<file path="src/verilog/ddp_pkg.sv">
// What this block does
// - two address halves per cycle go out on the memory address lines
// - two bank-address halves per cycle go out on the memory bank lines
// - row, column and write strobes pass as active-low halves to memory
// - chip-select, clock-enable and termination halves go to memory
// - strobe-burst input from the controller steers data strobe enables
// - read data is captured, resynchronised and joined into one word
// - read-valid pulses high for one cycle each time a new word lands on the read-data bus
// - data line output enable comes from beats leaving the write buffer
// - high half drives while command clock is high, low half when low
package ddp_pkg;

  localparam int ROW_W = 13;
  localparam int BANK_W = 3;
  localparam int CS_W = 1;
  localparam int DQ_W = 8;
  localparam int RATIO = 2;
  localparam int DM_W = 1;
  localparam int DQS_W = 1;
  localparam int WORD_W = DQ_W * RATIO;
  localparam int BE_W = DM_W * RATIO;
  localparam int FIFO_DEPTH = 32;

  // reset levels of the memory side pins
  localparam logic CMD_IDLE_N = 1'h1;
  localparam logic OE_OFF_N = 1'h1;
  localparam logic PHASE_LOW = 1'h0;

  // one half of an address/command pair
  typedef struct packed {
    logic [ROW_W-1:0] addr;
    logic [BANK_W-1:0] bank;
    logic rasN;
    logic casN;
    logic weN;
    logic [CS_W-1:0] csN;
    logic [CS_W-1:0] cke;
    logic [CS_W-1:0] odt;
  } ddp_cmd_t;

  // a high/low pair as the controller hands it over
  typedef struct packed {
    ddp_cmd_t hi;
    ddp_cmd_t lo;
  } ddp_cmd_pair_t;

  // one buffered write beat: data word plus byte enables
  typedef struct packed {
    logic [WORD_W-1:0] data;
    logic [BE_W-1:0] be;
  } ddp_wbeat_t;

  localparam ddp_cmd_t CMD_RESET = '{
    addr: '0, bank: '0, rasN: CMD_IDLE_N, casN: CMD_IDLE_N,
    weN: CMD_IDLE_N, csN: '1, cke: '0, odt: '0};

endpackage

</file>
<file path="src/verilog/ddp_fifo.sv">
`timescale 1ns/1ps
module ddp_fifo #(
  parameter int WIDTH = 8,
  parameter int DEPTH = 32
) (
  input wire logic core_clk,
  input wire logic rstn,
  input wire logic inValid,
  input wire logic [WIDTH-1:0] inData,
  output logic inReady,
  output logic outValid,
  output logic [WIDTH-1:0] outData,
  input wire logic outReady
);
  localparam int AW = $clog2(DEPTH);

  logic [WIDTH-1:0] mem [DEPTH];
  logic [AW-1:0] wrPtr;
  logic [AW-1:0] rdPtr;
  logic [AW:0] count;
  logic [AW:0] next_count;
  logic push;
  logic load;

  // full is kept as a flop so the upstream ready is glitch free
  assign push = inValid && inReady;
  assign load = (count != '0) && (!outValid || outReady);
  assign next_count = count + (AW+1)'(push) - (AW+1)'(load);

  // storage array, no reset needed on data
  always_ff @(posedge core_clk) begin
    if (push) begin
      mem[wrPtr] <= inData;
    end
  end

  // pointers and occupancy
  always_ff @(posedge core_clk or negedge rstn) begin
    if (!rstn) begin
      wrPtr <= '0;
      rdPtr <= '0;
      count <= '0;
      inReady <= 1'b0;
    end else begin
      if (push) begin
        wrPtr <= wrPtr + AW'(1);
      end
      if (load) begin
        rdPtr <= rdPtr + AW'(1);
      end
      count <= next_count;
      inReady <= (next_count != (AW+1)'(DEPTH));
    end
  end

  // registered output stage; read data comes out of a flop
  always_ff @(posedge core_clk or negedge rstn) begin
    if (!rstn) begin
      outValid <= 1'b0;
      outData <= '0;
    end else if (load) begin
      outValid <= 1'b1;
      outData <= mem[rdPtr];
    end else if (outReady) begin
      outValid <= 1'b0;
    end
  end

endmodule

</file>
<file path="src/verilog/ddp_datapath.sv">
`timescale 1ns/1ps
module ddp_datapath
  import ddp_pkg::*;
#(
  parameter bit USE_DATA_MASK = 1'b1,
  parameter int WFIFO_DEPTH = FIFO_DEPTH
) (
  input wire logic core_clk,
  input wire logic rstn,
  // controller side
  input wire ddp_cmd_pair_t ctlCmd,
  input wire logic [WORD_W-1:0] ctlWdata,
  input wire logic ctlWdataValid,
  output logic ctlWdataReady,
  input wire logic [BE_W-1:0] writeByteEnables,
  input wire logic ctlDqsBurst,
  output logic [WORD_W-1:0] ctlRdata,
  output logic ctlRdataValid,
  // memory side
  output logic doubleRateCommandClock,
  output ddp_cmd_t memCmd,
  output logic [DM_W-1:0] memoryDataMask,
  output logic [DQ_W-1:0] memDqOut,
  output logic memDqOeN,
  input wire logic [DQ_W-1:0] memDqIn,
  output logic [DQS_W-1:0] memDqsOut,
  output logic memDqsOeN,
  input wire logic [DQS_W-1:0] memDqsIn
);

  logic phase;
  ddp_cmd_t cmdLo;
  ddp_wbeat_t beatIn;
  ddp_wbeat_t beatOut;
  logic beatValid;
  logic beatReady;
  logic [DQ_W-1:0] wLo;
  logic [DM_W-1:0] wLoMask;
  logic [DM_W-1:0] next_mask;
  logic wLoPending;
  logic [DQ_W-1:0] dqS1;
  logic [DQ_W-1:0] dqS2;
  logic dqsS1;
  logic dqsS2;
  logic dqsS3;
  logic rdHiSeen;
  logic [DQ_W-1:0] rdHi;
  logic popNow;

  assign beatIn = '{data: ctlWdata, be: writeByteEnables};
  // beats leave the buffer only at the start of a command-clock high half
  assign beatReady = !phase;
  assign popNow = beatReady && beatValid;

  // write beats queue here so a stalled memory side pushes back
  ddp_fifo #(
    .WIDTH($bits(ddp_wbeat_t)),
    .DEPTH(WFIFO_DEPTH)
  ) u_wfifo (
    .core_clk(core_clk),
    .rstn(rstn),
    .inValid(ctlWdataValid),
    .inData(beatIn),
    .inReady(ctlWdataReady),
    .outValid(beatValid),
    .outData(beatOut),
    .outReady(beatReady)
  );

  // divider: command clock is core clock over two, made here, not a domain
  always_ff @(posedge core_clk or negedge rstn) begin
    if (!rstn) begin
      phase <= PHASE_LOW;
    end else begin
      phase <= !phase;
    end
  end
  assign doubleRateCommandClock = phase;

  // pair is sampled once per pair slot; low half is parked until needed
  always_ff @(posedge core_clk or negedge rstn) begin
    if (!rstn) begin
      cmdLo <= CMD_RESET;
    end else if (!phase) begin
      cmdLo <= ctlCmd.lo;
    end
  end

  // high half while clock high, low half while clock low
  always_ff @(posedge core_clk or negedge rstn) begin
    if (!rstn) begin
      memCmd <= CMD_RESET;
    end else if (!phase) begin
      memCmd <= ctlCmd.hi;
    end else begin
      memCmd <= cmdLo;
    end
  end

  // write data path: high byte lane first, then the low one
  always_ff @(posedge core_clk or negedge rstn) begin
    if (!rstn) begin
      memDqOut <= '0;
      memDqOeN <= OE_OFF_N;
      wLo <= '0;
      wLoPending <= 1'b0;
    end else if (popNow) begin
      memDqOut <= beatOut.data[WORD_W-1 -: DQ_W];
      memDqOeN <= 1'b0;
      wLo <= beatOut.data[DQ_W-1:0];
      wLoPending <= 1'b1;
    end else if (wLoPending) begin
      memDqOut <= wLo;
      wLoPending <= 1'b0;
    end else begin
      memDqOeN <= OE_OFF_N;
    end
  end

  // mask is the inverse of the enable; a set mask bit drops the byte
  always_comb begin
    next_mask = '0;
    if (popNow) begin
      next_mask = ~beatOut.be[BE_W-1 -: DM_W];
    end else if (wLoPending) begin
      next_mask = wLoMask;
    end
  end

  generate
    if (USE_DATA_MASK) begin : g_mask
      always_ff @(posedge core_clk or negedge rstn) begin
        if (!rstn) begin
          memoryDataMask <= '0;
          wLoMask <= '0;
        end else begin
          memoryDataMask <= next_mask;
          if (popNow) begin
            wLoMask <= ~beatOut.be[DM_W-1:0];
          end
        end
      end
    end else begin : g_nomask
      // option off: no mask logic, the pins are left idle
      assign memoryDataMask = '0;
      assign wLoMask = '0;
    end
  endgenerate

  // strobe enables follow the burst control; strobe toggles with the phase
  always_ff @(posedge core_clk or negedge rstn) begin
    if (!rstn) begin
      memDqsOeN <= OE_OFF_N;
      memDqsOut <= '0;
    end else begin
      memDqsOeN <= !ctlDqsBurst;
      memDqsOut <= {DQS_W{!phase}};
    end
  end

  // two-flop synchronisers on the pin inputs; stage one feeds stage two only
  always_ff @(posedge core_clk or negedge rstn) begin
    if (!rstn) begin
      dqS1 <= '0;
      dqS2 <= '0;
      dqsS1 <= 1'b0;
      dqsS2 <= 1'b0;
      dqsS3 <= 1'b0;
    end else begin
      dqS1 <= memDqIn;
      dqS2 <= dqS1;
      dqsS1 <= memDqsIn[0];
      dqsS2 <= dqsS1;
      dqsS3 <= dqsS2;
    end
  end

  // capture on strobe rise, join on fall; works only for slow strobes
  always_ff @(posedge core_clk or negedge rstn) begin
    if (!rstn) begin
      rdHi <= '0;
      rdHiSeen <= 1'b0;
      ctlRdata <= '0;
      ctlRdataValid <= 1'b0;
    end else begin
      ctlRdataValid <= 1'b0;
      if (memDqOeN && dqsS2 && !dqsS3) begin
        rdHi <= dqS2;
        rdHiSeen <= 1'b1;
      end else if (memDqOeN && !dqsS2 && dqsS3 && rdHiSeen) begin
        ctlRdata <= {rdHi, dqS2};
        ctlRdataValid <= 1'b1;
        rdHiSeen <= 1'b0;
      end
    end
  end
endmodule

</file>
<file path="config.mk">
export PLATFORM = sky130hd
export DESIGN_NAME = ddp_datapath
export DESIGN_NICKNAME = d
export VERILOG_FILES = /design/src/verilog/ddp_pkg.sv /design/src/verilog/ddp_fifo.sv /design/src/verilog/ddp_datapath.sv
export SDC_FILE = /design/constraint.sdc
export NUM_CORES = 1
export LEC_CHECK = 0
export ABC_CLOCK_PERIOD_IN_PS = 4400
export BUFFER_PORTS_ARGS = -buffer_cell sky130_fd_sc_hd__buf_4
export CAP_MARGIN = 20
export CORE_MARGIN = 4
export CORE_UTILIZATION = 50
export CTS_CLUSTER_DIAMETER = 150
export DETAILED_ROUTE_END_ITERATION = 12
export PLACE_DENSITY = 0.75
export REMOVE_ABC_BUFFERS = 1
export SYNTH_ARGS = -nofsm -noshare
export SYNTH_HDL_FRONTEND = slang
export SYNTH_SLANG_ARGS = --single-unit
</file>
<file path="constraint.sdc">
create_clock -name core_clk -period 4.4 [get_ports core_clk]
set_input_delay 0.88 -clock core_clk [delete_from_list [all_inputs] [get_ports core_clk]]
set_output_delay 0.88 -clock core_clk [all_outputs]
set_load 0.05 [all_outputs]
</file>
* After elaboration in Yosys (flattened, before gate mapping) *
Memories as Yosys holds them, arrays and structs flattened. A register that Yosys moved wholly into a read port is not among the register bits.
Cells that the tools add are included.

cells by class
  bitwise operators = 3
  add/subtract/negate cells = 4
  multiplexer cells = 16
  reduce and logical (&&, ||, !) cells = 19
  equality and inequality tests = 3

operator list
  cell                                                                     count
  22-bit 2-to-1 mux                                                        1
  8-bit 2-to-1 mux                                                         2
  1-bit 2-to-1 mux                                                         13
  5-bit by 1-bit adder with 5-bit output, second input constant            2
  1-bit logical AND                                                        8
  6-bit by 1-bit adder with 6-bit output                                   1
  1-bit zero test                                                          6
  6-bit inequality test, second input constant                             1
  6-bit nonzero test                                                       1
  6-bit by 1-bit subtractor with 6-bit output                              1
  2-bit by 1-bit inequality test with 1-bit output, second input constant  2
  2-bit nonzero test                                                       2
  1-bit inverter                                                           3
  2-bit AND reduction                                                      1
  1-bit logical OR                                                         1

word-level totals
  bits of input ports = 75
  register bits after elaboration = 129
  memories = 1
  bits in writable memories = 576

memory list
  name         depth  width  read ports  clocked after Yosys merged registers in  write ports  line            source
  u_wfifo.mem  32     18     1           1                                        1            ddp_fifo.sv:17  logic [WIDTH-1:0] mem [DEPTH];

* Logic depth before layout (Yosys ltp) *
  depth after elaboration = 6
  gate-level depth with buffers = 14
  gate-level depth less buffers = 13

* Modules after synthesis *
Synthesis repeated with hierarchy kept, for this count alone.

second synthesis, totals
  cell total of the unflattened synthesis = 1537
  area, all modules = 28058.2 sq um

by module, submodules not included
  module        times used  cells an instance  area an instance (sq um)
  ddp_fifo      1           1241               24051.8
  ddp_datapath  1           296                4006.3

* Worst setup path before layout *
OpenSTA, ideal clock, no wires.

  path type = register to register
  from = register memDqsOut (netlist name)
  to = register u_wfifo.inReady
  period minus slack after synthesis = 3393 ps
  cell stages (with the launch flop) = 12
  data required time = 4261 ps
  path slack = 1007 ps
  setup time = 139 ps
  arrival time = 3254 ps
  cell sequence = dfrtp_1 clkbuf_1 a32oi_4 clkbuf_1 ha_1 inv_1 ha_1 inv_1 fa_1 inv_1 or3_1 or4b_1

RTL lines
  what                  line            source
  to (signal assigned)  ddp_fifo.sv:52  inReady <= (next_count != (AW+1)'(DEPTH));
  to (decl)             ddp_fifo.sv:10  output logic inReady,

* Worst setup path after layout *
  from = register u_wfifo.count[2]
  to = register u_wfifo.inReady

on the way
  word-level cells in the longest chain between the ends = 4
  elaborated cells between the ends (all ways) = 5
  those cells by class = add/sub (2); eq/ne (1); reduce/logical (2)

RTL lines
  what                                         line            source
  from (decl)                                  ddp_fifo.sv:20  logic [AW:0] count;
  from (signal assigned)                       ddp_fifo.sv:51  count <= next_count;
  6-bit nonzero test                           ddp_fifo.sv:27  assign load = (count != '0) && (!outValid || outReady);
  1-bit logical AND                            ddp_fifo.sv:27
  6-bit by 1-bit subtractor with 6-bit output  ddp_fifo.sv:28  assign next_count = count + (AW+1)'(push) - (AW+1)'(load);
  named net u_wfifo.next_count[1]              ddp_fifo.sv:21  logic [AW:0] next_count;
  6-bit inequality test                        ddp_fifo.sv:52

The timed path passes the listed nets, and every way through them passes these cells.
A chain may end at the register's enable or synchronous reset.

==> reports/results.tsv <==
stage	metric	value	unit
status	status	finished, final reports clean	
cells_and_area	regArea	21000	um^2
worst_setup_path	required	4.86	ns
logic_synthesis	netlist_instances	1439	
logic_synthesis	synth_seq_area_share	0.7598	
route	post-route-drc-count	0	
route	first_iter_violations	1358	
worst_setup_path	path_common_cell	inv_1	
sta	finalSetupViolations	0	
logic_synthesis	yosysTopAreaCell	edfxtp_1	
sta	fmax	332.8	MHz
sta	slew_headroom	0.3055	
clocking	hold_buffers	0	
worst_setup_path	cpMaxStageDelayCell	or4b_1	
floorplanning	die-area	59070	um^2
sta	finalCritPeriodShare	0.6829	
sta	final_hold_viol_count	0	
route	dr.pass1.iters	5	
worst_setup_path	crit_type	flip-flop to flip-flop	
route	drt-wirelength-per-cell	24.84	um
global_route	grt_first_pass_wirelength	89150	um
sta	period_minus_slack	3.005	ns
cells_and_area	nFillCells	3927	
worst_setup_path	endpoint_kind	flip-flop	
worst_setup_path	crit_fanout	2	
logic_synthesis	ys_ff_latch	723	
logic_synthesis	synth_edf_count	576	
logic_synthesis	yosysMostFrequentCell	edfxtp_1	
clocking	clock_latency	0.61	ns
clocking	cts_buffer_depth	3	
clocking	cts-resized-gates	0	
clocking	numClockSinks	723	
floorplanning	core_area	54240	um^2
worst_setup_path	crit_path_max_incr_delay	0.51	ns
floorplanning	io_pins	128	
logic_synthesis	synth_top_area_share	0.6262	
worst_hold_path	whs_path_depth	0	
cells_and_area	post-route-util	0.5854	
floorplanning	fp-row-count	85	
place	gp_congestion	0.8326	
flow_run	drv_cap	0	
sta	final.setup.worst_slack	1.395	ns
worst_setup_path	path_buf_inv	4	
logic_synthesis	ys.flop_type	edfxtp_1	
floorplanning	die_height	243.0	um
worst_hold_path	whs_endpoint	dqS2[3]$_DFF_PN0_	
worst_setup_path	path_delay_family	adder cells	
sta	finalMaxSlewViolations	0	
route	vias	13830	
worst_setup_path	cp_cell_sequence	inv_1, ha_1, a32oi_4, ha_1, inv_1, ha_1, inv_1, fa_1, inv_1, or3_1, or4b_1	
logic_synthesis	ys_types	43	
power	p_per_area	593.4	nW/um^2
logic_synthesis	synth_area	27620	um^2
global_route	grt_max_degree	110	
cells_and_area	final_area	31750	um^2
place	dp_hpwl	35050	um
cells_and_area	synthToLayoutAreaGrowth	14.95	%
worst_setup_path	r2r_slack	1.40	ns
global_route	grt_pass1_vias	14280	
cells_and_area	antenna_cells	0	
logic_synthesis	ys_warn_count	0	
global_route	track_usage	0.2002	
cells_and_area	multi_input_area	5971	um^2
place	dp_slack	1.191	ns
place	io_buffer_count	127	
worst_hold_path	hp-start	dqS1[3]$_DFF_PN0_	
clocking	clk_pin_slew	0.06	ns
worst_setup_path	ff2ff_path_depth	11	
route	viasPerCell	5.837	
sta	rsz0062_at_grt	no	
logic_synthesis	synthArstFlopShare	0.2033	
global_route	grt-ovfl-total	0	
clocking	cts_tree	yes	
logic_synthesis	synthTopCellsByArea	edfxtp_1, dfrtp_1, mux4_2	
route	drt_wl_total	58880	um
floorplanning	die_width	243.0	um
clocking	postCtsSetupRepairBufs	0	
power	leakage	11.49	nW
worst_setup_path	critPathLaunchType	flip-flop	
sta	fin_worst_skew	0.03711	ns
worst_hold_path	hp-class	flip-flop to flip-flop	
clocking	cts_buffers	72	
power	peakVddDrop	0.4109	mV
worst_setup_path	crit-reg2reg-launch	u_wfifo.count[2]$_DFF_PN0_	
logic_synthesis	synth_common_cells	edfxtp_1, dfrtp_1, mux4_2, mux2i_1, nor2_1	
logic_synthesis	syn_area_per_cell	19.19	um^2
cells_and_area	fin_nets	1707	
floorplanning	start_util	0.5093	
sta	tightest_slew	1.041	ns
route	postRouteAntennaNets	0	
place	placed_area	29450	um^2
global_route	antenna_found_initial	0	
worst_setup_path	rr_endpoint	u_wfifo.inReady$_DFF_PN0_	
clocking	htreeDepth	3	
worst_setup_path	critPathArrivalTime	3.46	ns
cells_and_area	drive_gt1_frac	0.2754	
clocking	cts_root_buffer	clkbuf_16	
-- state kept, by name (all words and copies together), names as in the netlist, 5 cells and up --
| name | flops |
|---|---|
| dqS1 | 8 |
| cmdLo | 22 |
| u_wfifo.outData | 18 |
| dqS2 | 8 |
| u_wfifo.rdPtr | 5 |
| memDqOut | 8 |
| memCmd | 22 |
| u_wfifo.wrPtr | 5 |
| u_wfifo.count | 6 |
| u_wfifo.mem | 576 |
| wLo | 8 |
| ctlRdata | 16 |
| rdHi | 8 |
-- per-layer routing --
layer / wire (um) / GRT usage / vias up
li1: - / - / 6034
met1: 23720 / 0.2776 / 7088
met2: 28730 / 0.3216 / 620
met3: 4883 / 0.04238 / 92
met4: 1554 / 0.06654 / 0
met5: 0 / 0 / -
-- cell families after synthesis --
| logic type | after synthesis | synth area share |
|---|---|---|
| flip-flops | 723 | 0.7598 |
| multiplexers | 240 | 0.1374 |
| AO/OA/AOI/OAI | 177 | 0.04657 |
| AND/OR/NAND/NOR | 138 | 0.02125 |
| buffers and inverters | 137 | 0.02519 |
| adder cells (fa/ha/maj) | 14 | 0.006614 |
| XOR/XNOR | 10 | 0.003171 |
-- metrics by stage --
| step | std cells | hold slack (ns) | TNS, ns | total power [mW] |
|---|---|---|---|---|
| 4_1_cts | 2367 | 0.3444 | 0 | 18.98 |
| 2_1_floorplan | 1366 | 0.3312 | -75.77 | 11.71 |
| 3_3_place_gp | 2237 | 0.3346 | 0 | 13.04 |
| 5_1_grt | 2370 | 0.3560 | 0 | 19.67 |
| 3_5_place_dp | 2237 | 0.3347 | 0 | 13.16 |
| 6_report | 2370 | 0.3460 | 0 | 18.84 |
-- worst max path at each step --
stage	start	to	slack, ns	depth (start not counted)
floorplan	u_wfifo.rdPtr[0]$_DFFE_PN0P_	u_wfifo.outData[0]$_DFFE_PN0P_	-3.44	5
global placement	ctlWdataValid	u_wfifo.inReady$_DFF_PN0_	1.24	8
detailed placement	ctlWdataValid	u_wfifo.inReady$_DFF_PN0_	1.19	8
CTS	u_wfifo.count[1]$_DFF_PN0_	u_wfifo.inReady$_DFF_PN0_	1.38	10
global route	u_wfifo.rdPtr[0]$_DFFE_PN0P_	u_wfifo.outData[8]$_DFFE_PN0P_	1.23	5
finish	u_wfifo.count[2]$_DFF_PN0_	u_wfifo.inReady$_DFF_PN0_	1.40	11
-- where the power goes --
part           total [mW]  switching (mW)  internal, mW
Combinational        4.49            2.59          1.90
Sequential           8.53           0.495          8.03
Clock                5.83            2.45          3.38
-- final cells by class --
class | instances | area share
clock inverter | 37 | 0.008945
timing repair buffer | 178 | 0.04488
clock buffer | 93 | 0.06187
tap | 696 | 0.02743
sequential | 723 | 0.6613
multi-input combinational | 579 | 0.1880
inverter | 64 | 0.007566
-- layout by cell type, fill, tap and decap left out, types with 41 or more instances in the layout --
cell type	netlist	final
edfxtp_1	576	576
buf_4	5	170
dfrtp_1	137	134
mux4_2	108	108
mux2i_1	99	99
clkbuf_16	0	75
nor2_1	74	65
inv_1	64	64
o21ai_0	59	59
nand2_1	41	41
No activity file was read; power rests on OpenSTA's default activity.
